File: config.mk
export PLATFORM = sky130hd
export DESIGN_NAME = otsc_top
export DESIGN_NICKNAME = d
export VERILOG_FILES = /design/src/core/otsc_pkg.sv /design/src/core/otsc_clock_output_control_div.sv /design/src/core/otsc_top.sv
export VERILOG_INCLUDE_DIRS = /design/src /design/src/core
export SDC_FILE = /design/constraint.sdc
export NUM_CORES = 1
export LEC_CHECK = 0
export ABC_AREA = 1
export BUFFER_PORTS_ARGS = -buffer_cell sky130_fd_sc_hd__buf_2
export CAP_MARGIN = 25
export CORE_ASPECT_RATIO = 1.75
export CORE_UTILIZATION = 57
export CTS_CLUSTER_SIZE = 14
export DETAILED_ROUTE_END_ITERATION = 16
export PLACE_DENSITY = 0.9
export RECOVER_POWER = 25
export SYNTH_ARGS = -nofsm -noshare
export SYNTH_HDL_FRONTEND = slang
export SYNTH_SLANG_ARGS = --single-unit
File: constraint.sdc
create_clock -name pclk -period 7.19 [get_ports pclk]
set_clock_uncertainty 0.05 [all_clocks]
set_input_delay 0.719 -clock pclk [delete_from_list [all_inputs] [get_ports pclk]]
set_output_delay 0.719 -clock pclk [all_outputs]
set_load 0.01 [all_outputs]
File: src/core/otsc_map.svh
/*
 * register indexes, reset values, field positions and ratios of the
 * oscillator trim, spread and clock-out block.
 * assumes: byte address on apb is four times the register index.
 */
`ifndef OTSC_MAP_SVH
`define OTSC_MAP_SVH

// register indexes, byte address = index * 4
`define OTSC_IDX_COARSE 16'hA001
`define OTSC_IDX_FINE 16'hA002
`define OTSC_IDX_CLOCK_OUTPUT_CONTROL 16'hA006
`define OTSC_IDX_SLOW 16'hA007
`define OTSC_IDX_STATUS 16'hA00C

// reset values
`define OTSC_RST_COARSE 8'h01
`define OTSC_RST_FINE 8'h80
`define OTSC_RST_CLOCK_OUTPUT_CONTROL 8'h00
`define OTSC_RST_SLOW 8'h08

// field positions and codes
`define OTSC_RATE_OFF 4'h0
`define OTSC_SLOW_RANGE_BIT 4
`define OTSC_CLOCK_OUTPUT_ENABLE_BIT 7
`define OTSC_SLOW_WR_MASK 8'h1F

// trim code limits and ratios
`define OTSC_TRIM_MIN 10'sh000
`define OTSC_TRIM_MAX 10'sh0FF
`define OTSC_SLOW32_LAST 2'h3

`endif

File: src/core/otsc_pkg.sv
/*
 * types shared by the oscillator trim, spread and clock-out block.
 * assumes: nothing beyond the register header.
 */
package otsc_pkg;

    // clock-out source codes
    typedef enum logic [1:0] {
        SRC_SYS = 2'h0,
        SRC_FAST = 2'h1,
        SRC_SLOW32 = 2'h2,
        SRC_RSVD = 2'h3
    } otsc_src_t;

    // sweep direction states
    typedef enum logic {
        DIR_UP = 1'h0,
        DIR_DOWN = 1'h1
    } otsc_dir_t;

    typedef struct packed {
        logic [3:0] sweep_rate;
        logic [1:0] sweep_amplitude;
        logic [1:0] coarse_trim;
    } otsc_coarse_t;

    typedef struct packed {
        logic clock_output_enable;
        otsc_src_t clock_output_source;
        logic [4:0] clock_output_divider;
    } otsc_clock_output_control_t;

    typedef struct packed {
        logic [2:0] rsvd;
        logic slow_osc_range;
        logic [3:0] trim;
    } otsc_slow_t;

    // deviation in trim counts for an amplitude code
    function automatic logic [5:0] otsc_dev(input logic [1:0] amp);
        case (amp)
            2'h0: otsc_dev = 6'h04;
            2'h1: otsc_dev = 6'h08;
            2'h2: otsc_dev = 6'h10;
            default: otsc_dev = 6'h20;
        endcase
    endfunction

endpackage

File: src/core/otsc_clock_output_control_div.sv
/*
 * clock-out divider: one output pulse per (divider + 1) source ticks.
 * assumes: src_tick is a one-cycle strobe synchronous to pclk.
 */
`timescale 1ns/10ps
`include "otsc_map.svh"

module otsc_clock_output_control_div
    import otsc_pkg::*;
#(
    parameter int DIV_W = 5
) (
    input wire logic pclk,
    input wire logic presetn,
    input wire logic enable,
    input wire logic src_tick,
    input wire logic [DIV_W-1:0] div,
    output logic clk_pulse
);

    logic [DIV_W-1:0] cnt_ff;
    logic pulse_ff;

    ////////////////////////////////////////////////////////////////////
    // tick counter, held clear while disabled
    always_ff @(posedge pclk or negedge presetn) begin
        if (!presetn) begin
            cnt_ff <= '0;
        end else if (!enable) begin
            cnt_ff <= '0;
        end else if (src_tick) begin
            cnt_ff <= (cnt_ff >= div) ? '0 : cnt_ff + 1'b1;
        end
    end

    // output pulse on the last tick of each group
    always_ff @(posedge pclk or negedge presetn) begin
        if (!presetn) begin
            pulse_ff <= 1'b0;
        end else begin
            pulse_ff <= enable && src_tick && (cnt_ff >= div);
        end
    end

    assign clk_pulse = pulse_ff;
endmodule

File: src/core/otsc_top.sv
/*
 * oscillator control: fast oscillator coarse and fine trim with a
 * triangular spread-spectrum sweep, slow oscillator trim and range,
 * slow clock derivation, clock-out source select and divider, apb slave.
 * assumes: pclk is the fast oscillator clock; sys_clk_tick and
 * slow_osc_tick are one-cycle strobes synchronous to pclk.
 */
// Function
// - sweep rate zero disables spread; fine trim passes straight to oscillator
// - amplitude codes 0..3 give deviation of 4, 8, 16, 32 counts
// - swept code stays within fine trim plus or minus the deviation
// - sweep rate sets cycles between updates; full sweep 4*rate*(2*dev+1)
// - swept code saturates at 0 and 255, never wraps
// - coarse trim bits 1:0, amplitude bits 3:2, rate bits 7:4
// - fast oscillator stops while cpu is in stop or sleep
// - slow trim bit 4 selects 256 kHz range, default 128 kHz
// - slow clock is 128 kHz and derived clock 32 kHz in either range
// - slow oscillator is never powered down
// - clock-out enable bit 7 clear disables output, set enables divider
// - source 00 system, 01 fast, 10 derived slow, 11 like system
// - output is source divided by divider field plus one
`timescale 1ns/10ps
`include "otsc_map.svh"

module otsc_top
    import otsc_pkg::*;
(
    input wire logic pclk,
    input wire logic presetn,
    input wire logic psel,
    input wire logic penable,
    input wire logic pwrite,
    input wire logic [17:0] paddr,
    input wire logic [31:0] pwdata,
    output logic [31:0] prdata,
    output logic pready,
    output logic pslverr,
    input wire logic write_protection_unlock,
    input wire logic cpu_low_power,
    input wire logic sys_clk_tick,
    input wire logic slow_osc_tick,
    output logic [1:0] coarse_trim,
    output logic [7:0] swept_trim_code,
    output logic fast_osc_run,
    output logic slow_osc_enable,
    output logic slow_osc_range,
    output logic [3:0] slow_osc_trim,
    output logic slow_clk_tick,
    output logic derived_slow_clock,
    output logic clock_output
);

    otsc_coarse_t coarse_ff;
    logic [7:0] fine_ff;
    otsc_clock_output_control_t clock_output_control_ff;
    otsc_slow_t slow_ff;
    logic [31:0] prdata_ff;
    logic [4:0] tick_cnt_ff;
    logic signed [6:0] off_ff;
    otsc_dir_t dir_ff;
    logic [7:0] swept_ff;
    logic fast_run_ff;
    logic half_ff;
    logic [1:0] q_cnt_ff;
    logic slow128_ff;
    logic slow32_ff;
    logic sweep_on;
    logic update;
    logic [4:0] interval_m1;
    logic [5:0] dev;
    logic signed [6:0] dev_s;
    logic signed [9:0] sum;
    logic wr_en;
    logic mapped;
    logic src_tick;
    logic slow128_raw;

    // address match against a register index
    function automatic logic hit(input logic [17:0] a, input logic [15:0] idx);
        hit = (a == {idx, 2'b00});
    endfunction

    // saturate a signed sum into the 8-bit trim range
    function automatic logic [7:0] clamp8(input logic signed [9:0] v);
        if (v < `OTSC_TRIM_MIN) begin
            clamp8 = 8'h00;
        end else if (v > `OTSC_TRIM_MAX) begin
            clamp8 = 8'hFF;
        end else begin
            clamp8 = v[7:0];
        end
    endfunction

    ////////////////////////////////////////////////////////////////////
    // apb decode, zero wait states
    assign mapped = hit(paddr, `OTSC_IDX_COARSE) || hit(paddr, `OTSC_IDX_FINE) ||
        hit(paddr, `OTSC_IDX_CLOCK_OUTPUT_CONTROL) || hit(paddr, `OTSC_IDX_SLOW) ||
        hit(paddr, `OTSC_IDX_STATUS);
    assign pready = 1'b1;
    assign pslverr = psel && penable && !mapped;
    assign wr_en = psel && penable && pwrite && mapped;
    assign prdata = prdata_ff;

    // read data captured in the setup phase
    always_ff @(posedge pclk or negedge presetn) begin
        if (!presetn) begin
            prdata_ff <= '0;
        end else if (psel && !penable && !pwrite) begin
            if (hit(paddr, `OTSC_IDX_COARSE)) begin
                prdata_ff <= {24'h000000, coarse_ff};
            end else if (hit(paddr, `OTSC_IDX_FINE)) begin
                prdata_ff <= {24'h000000, fine_ff};
            end else if (hit(paddr, `OTSC_IDX_CLOCK_OUTPUT_CONTROL)) begin
                prdata_ff <= {24'h000000, clock_output_control_ff};
            end else if (hit(paddr, `OTSC_IDX_SLOW)) begin
                prdata_ff <= {24'h000000, slow_ff};
            end else if (hit(paddr, `OTSC_IDX_STATUS)) begin
                prdata_ff <= {24'h000000, swept_ff};
            end else begin
                prdata_ff <= '0;
            end
        end
    end

    // protected trim registers
    always_ff @(posedge pclk or negedge presetn) begin
        if (!presetn) begin
            coarse_ff <= `OTSC_RST_COARSE;
            fine_ff <= `OTSC_RST_FINE;
            slow_ff <= `OTSC_RST_SLOW;
        end else if (wr_en && write_protection_unlock) begin
            if (hit(paddr, `OTSC_IDX_COARSE)) begin
                coarse_ff <= otsc_coarse_t'(pwdata[7:0]);
            end
            if (hit(paddr, `OTSC_IDX_FINE)) begin
                fine_ff <= pwdata[7:0];
            end
            if (hit(paddr, `OTSC_IDX_SLOW)) begin
                slow_ff <= otsc_slow_t'(pwdata[7:0] & `OTSC_SLOW_WR_MASK);
            end
        end
    end

    // clock-out control, not protected
    always_ff @(posedge pclk or negedge presetn) begin
        if (!presetn) begin
            clock_output_control_ff <= `OTSC_RST_CLOCK_OUTPUT_CONTROL;
        end else if (wr_en && hit(paddr, `OTSC_IDX_CLOCK_OUTPUT_CONTROL)) begin
            clock_output_control_ff <= otsc_clock_output_control_t'(pwdata[7:0]);
        end
    end

    ////////////////////////////////////////////////////////////////////
    // sweep control terms
    assign sweep_on = (coarse_ff.sweep_rate != `OTSC_RATE_OFF);
    assign dev = otsc_dev(coarse_ff.sweep_amplitude);
    assign dev_s = signed'({1'b0, dev});
    assign interval_m1 = {coarse_ff.sweep_rate, 1'b0} - 5'h01;
    assign update = sweep_on && (tick_cnt_ff >= interval_m1);
    assign sum = signed'({2'b00, fine_ff}) + {{3{off_ff[6]}}, off_ff};

    // update interval counter
    always_ff @(posedge pclk or negedge presetn) begin
        if (!presetn) begin
            tick_cnt_ff <= '0;
        end else if (!sweep_on || update) begin
            tick_cnt_ff <= '0;
        end else begin
            tick_cnt_ff <= tick_cnt_ff + 5'h01;
        end
    end

    // triangular offset walk; a reversal costs one update
    always_ff @(posedge pclk or negedge presetn) begin
        if (!presetn) begin
            off_ff <= '0;
            dir_ff <= DIR_UP;
        end else if (!sweep_on) begin
            off_ff <= '0;
            dir_ff <= DIR_UP;
        end else if (off_ff > dev_s) begin
            off_ff <= dev_s;
        end else if (off_ff < -dev_s) begin
            off_ff <= -dev_s;
        end else if (update) begin
            case (dir_ff)
                DIR_UP: begin
                    if (off_ff >= dev_s) begin
                        dir_ff <= DIR_DOWN;
                    end else begin
                        off_ff <= off_ff + 7'sh01;
                    end
                end
                DIR_DOWN: begin
                    if (off_ff <= -dev_s) begin
                        dir_ff <= DIR_UP;
                    end else begin
                        off_ff <= off_ff - 7'sh01;
                    end
                end
                default: begin
                    dir_ff <= DIR_UP;
                end
            endcase
        end
    end

    // code sent to the oscillator
    always_ff @(posedge pclk or negedge presetn) begin
        if (!presetn) begin
            swept_ff <= `OTSC_RST_FINE;
        end else if (sweep_on) begin
            swept_ff <= clamp8(sum);
        end else begin
            swept_ff <= fine_ff;
        end
    end

    // fast oscillator run request
    always_ff @(posedge pclk or negedge presetn) begin
        if (!presetn) begin
            fast_run_ff <= 1'b1;
        end else begin
            fast_run_ff <= !cpu_low_power;
        end
    end

    ////////////////////////////////////////////////////////////////////
    // slow clock derivation: halve in the high range, then divide by four
    assign slow128_raw = slow_osc_tick && (!slow_ff.slow_osc_range || half_ff);

    always_ff @(posedge pclk or negedge presetn) begin
        if (!presetn) begin
            half_ff <= 1'b0;
            q_cnt_ff <= '0;
            slow128_ff <= 1'b0;
            slow32_ff <= 1'b0;
        end else begin
            if (slow_osc_tick) begin
                half_ff <= !half_ff;
            end
            if (slow128_raw) begin
                q_cnt_ff <= q_cnt_ff + 2'h1;
            end
            slow128_ff <= slow128_raw;
            slow32_ff <= slow128_raw && (q_cnt_ff == `OTSC_SLOW32_LAST);
        end
    end

    ////////////////////////////////////////////////////////////////////
    // clock-out source select
    always_comb begin
        case (clock_output_control_ff.clock_output_source)
            SRC_FAST: src_tick = 1'b1;
            SRC_SLOW32: src_tick = slow32_ff;
            default: src_tick = sys_clk_tick;
        endcase
    end

    otsc_clock_output_control_div #(
        .DIV_W(5)
    ) u_div (
        .pclk(pclk),
        .presetn(presetn),
        .enable(clock_output_control_ff.clock_output_enable),
        .src_tick(src_tick),
        .div(clock_output_control_ff.clock_output_divider),
        .clk_pulse(clock_output)
    );

    // remaining outputs
    assign coarse_trim = coarse_ff.coarse_trim;
    assign swept_trim_code = swept_ff;
    assign fast_osc_run = fast_run_ff;
    assign slow_osc_enable = 1'b1;
    assign slow_osc_range = slow_ff.slow_osc_range;
    assign slow_osc_trim = slow_ff.trim;
    assign slow_clk_tick = slow128_ff;
    assign derived_slow_clock = slow32_ff;
endmodule

==> impl_metrics.py <==
metrics = {
    "outcome": {
        "run_status": "finished, violations left",
        "violations": "capacitance limit, slew limit",
    },
    "synth": {
        "yosysWarningCount": 0,
        "ys_seq_elements": 70,
        "netlist_area_um2": 5220,
        "ys.flop_type": "dfrtp_1",
        "ys_seq_area_frac": 0.337,
        "synthArstFlopShare": 1.00,
        "synth.avg_cell_area_um2": 7.52,
        "synth_largest_area_cell": "dfrtp_1",
        "yosys-top-cells-area": "dfrtp_1, nand2_1, ha_1, inv_1, nand3_1",
        "synth_cell_types": 42,
        "synth_edf_count": 0,
        "netlist.area_leader.share": 0.312,
        "netlist_instances": 694,
    },
    "worst_setup_path": {
        "startpoint": "presetn",
        "crit_arrival_ns": 3.44,
        "critPathTopFamily": "buffers and inverters",
        "path_cells": "buf_2 > clkbuf_1",
        "worstSetupPathType": "in2async",
        "critPathMaxStageDelay_ns": 2.60,
        "cp-end-kind": "async pin",
        "cp.required_ns": 6.73,
        "critPathLaunchType": "primary input",
        "reg2reg_from": "coarse_ff[3]$_DFFE_PN0P_",
        "r2r_setup_slack_ns": 4.24,
        "slowest_stage": "clkbuf_1",
        "crit_path_max_fanout": 70,
        "cp_num_buf_inv": 2,
    },
    "power": {
        "net-switching-power_uw": 213,
        "power_uw": 913,
        "p_int_uw": 700,
        "pwr-share-comb": 0.067,
        "p_per_area_nw_per_um2": 157,
        "total_leakage_power_nw": 3.37,
        "power.share.sequential": 0.453,
        "vdd_ir_drop_max_uv": 115,
        "pwr-share-clk": 0.480,
        "swShare": 0.233,
    },
    "detailed_routing": {
        "routed_wl_um": 14300,
        "drt_iter0_drc": 365,
        "drt_first_pass_iters": 7,
        "routed_via_density": 5.67,
        "antenna_left": 0,
        "drc": 0,
        "vias": 4993,
        "wl_per_cell_um": 16.3,
    },
    "floorplanning": {
        "core_area_um2": 8780,
        "die_w_um": 74.3,
        "die_h_um": 129,
        "core.rowCount": 45,
        "io_pins": 113,
        "die-area_um2": 9560,
        "start_util": 0.594,
    },
    "clock_network": {
        "cts.clk_slew.worst_paths_ns": 0.05,
        "cts_tree": "yes",
        "cts.sinks": 70,
        "postCtsResizedCells": 0,
        "clock-root-buffer": "clkbuf_16",
        "ctsLongestPathBuffers": 2,
        "postCtsSetupBuffers": 0,
        "cts-hold-fix-buffers": 0,
        "numCtsBuffers": 9,
        "htree_levels": 3,
        "clk_latency_ns": 0.34,
    },
    "finish": {
        "mostFrequentLayoutCells": "nand2_1, inv_1, dfrtp_1",
        "stdcell_area_um2": 5810,
        "stdcell_count": 880,
        "nNetsFinal": 858,
        "diodes": 0,
        "fillCellCount": 728,
        "drive_gt1_frac": 0.160,
        "utilization": 0.661,
        "final_common_cell": "nand2_1",
        "syn2layout_area_growth_pct": 11.3,
    },
    "sta": {
        "setup_tns_ns": 0,
        "rsz0062_at_grt": "no",
        "finalCritPeriodShare": 0.543,
        "fin_crit_ns": 3.91,
        "worst_slew_pin_slew_ns": 3.72,
        "setup_violations": 0,
        "timing.hold.ws_ns": 0.417,
        "maxSlewViolCount": 71,
        "setup_ws_ns": 3.28,
        "slew_headroom": -1.48,
        "hold_violations": 0,
        "timing.fmax_ghz": 0.256,
    },
    "global_routing": {
        "overflow": 0,
        "grt_max_degree": 71,
        "antenna_found_initial": 0,
        "grt_pass1_wl_um": 23000,
        "grt_pass1_vias": 4959,
        "grtUsageTotal": 0.322,
    },
    "min_path": {
        "min-delay-start": "half_ff$_DFFE_PN0P_",
        "min_path_type": "reg2reg",
    },
    "run": {
        "drv_cap": 1,
    },
    "placed_design": {
        "gp_congestion": 0.968,
        "placed_area_um2": 5520,
        "place_ws_ns": 4.17,
        "port_buffers": 62,
        "placed_cells": 864,
        "dp.final_hpwl_um": 10600,
    },
}
synth_stat cells (2+ instances only):
master and n:
o21ai_1 2, nand2_1 224, o211ai_1 4, o41ai_1 3, nor2_2 10, nand3_1 57
a21oi_1 23, nand2_2 6, or2_2 3, dfstp_2 5, conb_1 2, inv_1 77
buf_4 28, nand3_2 3, buf_6 3, fa_1 2, clkinv_1 3, nor2_4 5
nand4_1 32, o21ai_0 11, dfrtp_1 65, xnor2_1 9, xor2_1 11, nand3b_1 2
nand3_4 2, nand2_4 2, ha_1 39, inv_2 2, nand4_4 4, nor2_1 39
a31oi_1 2, clkbuf_1 4
power groups by stage:
stage | Clock [mW] | Sequential [mW] | Combinational (mW)
3_5_place_dp | 0 | 0.419 | 0.0604
3_3_place_gp | 0 | 0.419 | 0.0574
4_1_cts | 0.439 | 0.413 | 0.0613
6_report | 0.438 | 0.413 | 0.0614
5_1_grt | 0.451 | 0.415 | 0.0704
2_1_floorplan | 0 | 0.418 | 0.0397
registers in the layout (all words and copies together) (netlist names):
signal / cells
half_ff: 1
fast_osc_run: 1
clock_output_control_ff: 8
fine_ff: 8
u_div.cnt_ff: 5
dir_ff: 1
prdata: 8
q_cnt_ff: 2
tick_cnt_ff: 5
coarse_ff: 6
swept_trim_code: 8
slow_clk_tick: 1
slow_osc_range: 1
coarse_trim: 2
off_ff: 7
u_div.clk_pulse: 1
derived_slow_clock: 1
slow_osc_trim: 4
cell families after synthesis:
kind of cell / after synthesis / share of synthesized area
and+or+nand+nor: 395 / 0.365
DFF: 70 / 0.337
buffers and inverters: 118 / 0.110
adders and majority gates: 41 / 0.101
other: 2 / 0.00144
xor gates and xnor gates: 20 / 0.0336
AOI/OAI and AO/OA: 48 / 0.0523
metal layers:
metal	up-vias	global-route usage	part of all wire	routed length, um
met5	-	0	0	0
met1	2326	0.307	0.33	4740
met3	91	0.0666	0.061	871
met2	250	0.572	0.52	7520
met4	0	0.264	0.084	1200
li1	2326	-	-	-
path summary, 6_finish.rpt:
check / depth (start not counted) / endpoint
max: 2 / prdata[2]$_DFFE_PN0P_
min: 1 / half_ff$_DFFE_PN0P_
max reg2reg: 15 / off_ff[6]$_DFFE_PN0P_
min reg2reg: 1 / half_ff$_DFFE_PN0P_
max in group pclk: 10 / pslverr
min in group asynchronous: 2 / q_cnt_ff[1]$_DFFE_PN0P_
cell type report:
| class | count | area (um^2) | area share |
|---|---|---|---|
| Clock buffer | 12 | 246 | 0.0424 |
| Sequential cell | 70 | 1760 | 0.303 |
| Inverter | 83 | 313 | 0.0539 |
| Clock inverter | 4 | 47.5 | 0.00819 |
| Timing Repair Buffer | 63 | 313 | 0.0539 |
| Multi-Input combinational cell | 531 | 2980 | 0.514 |
| Tap cell | 117 | 146 | 0.0252 |
Note: power is estimated with default switching activity, not from simulation.
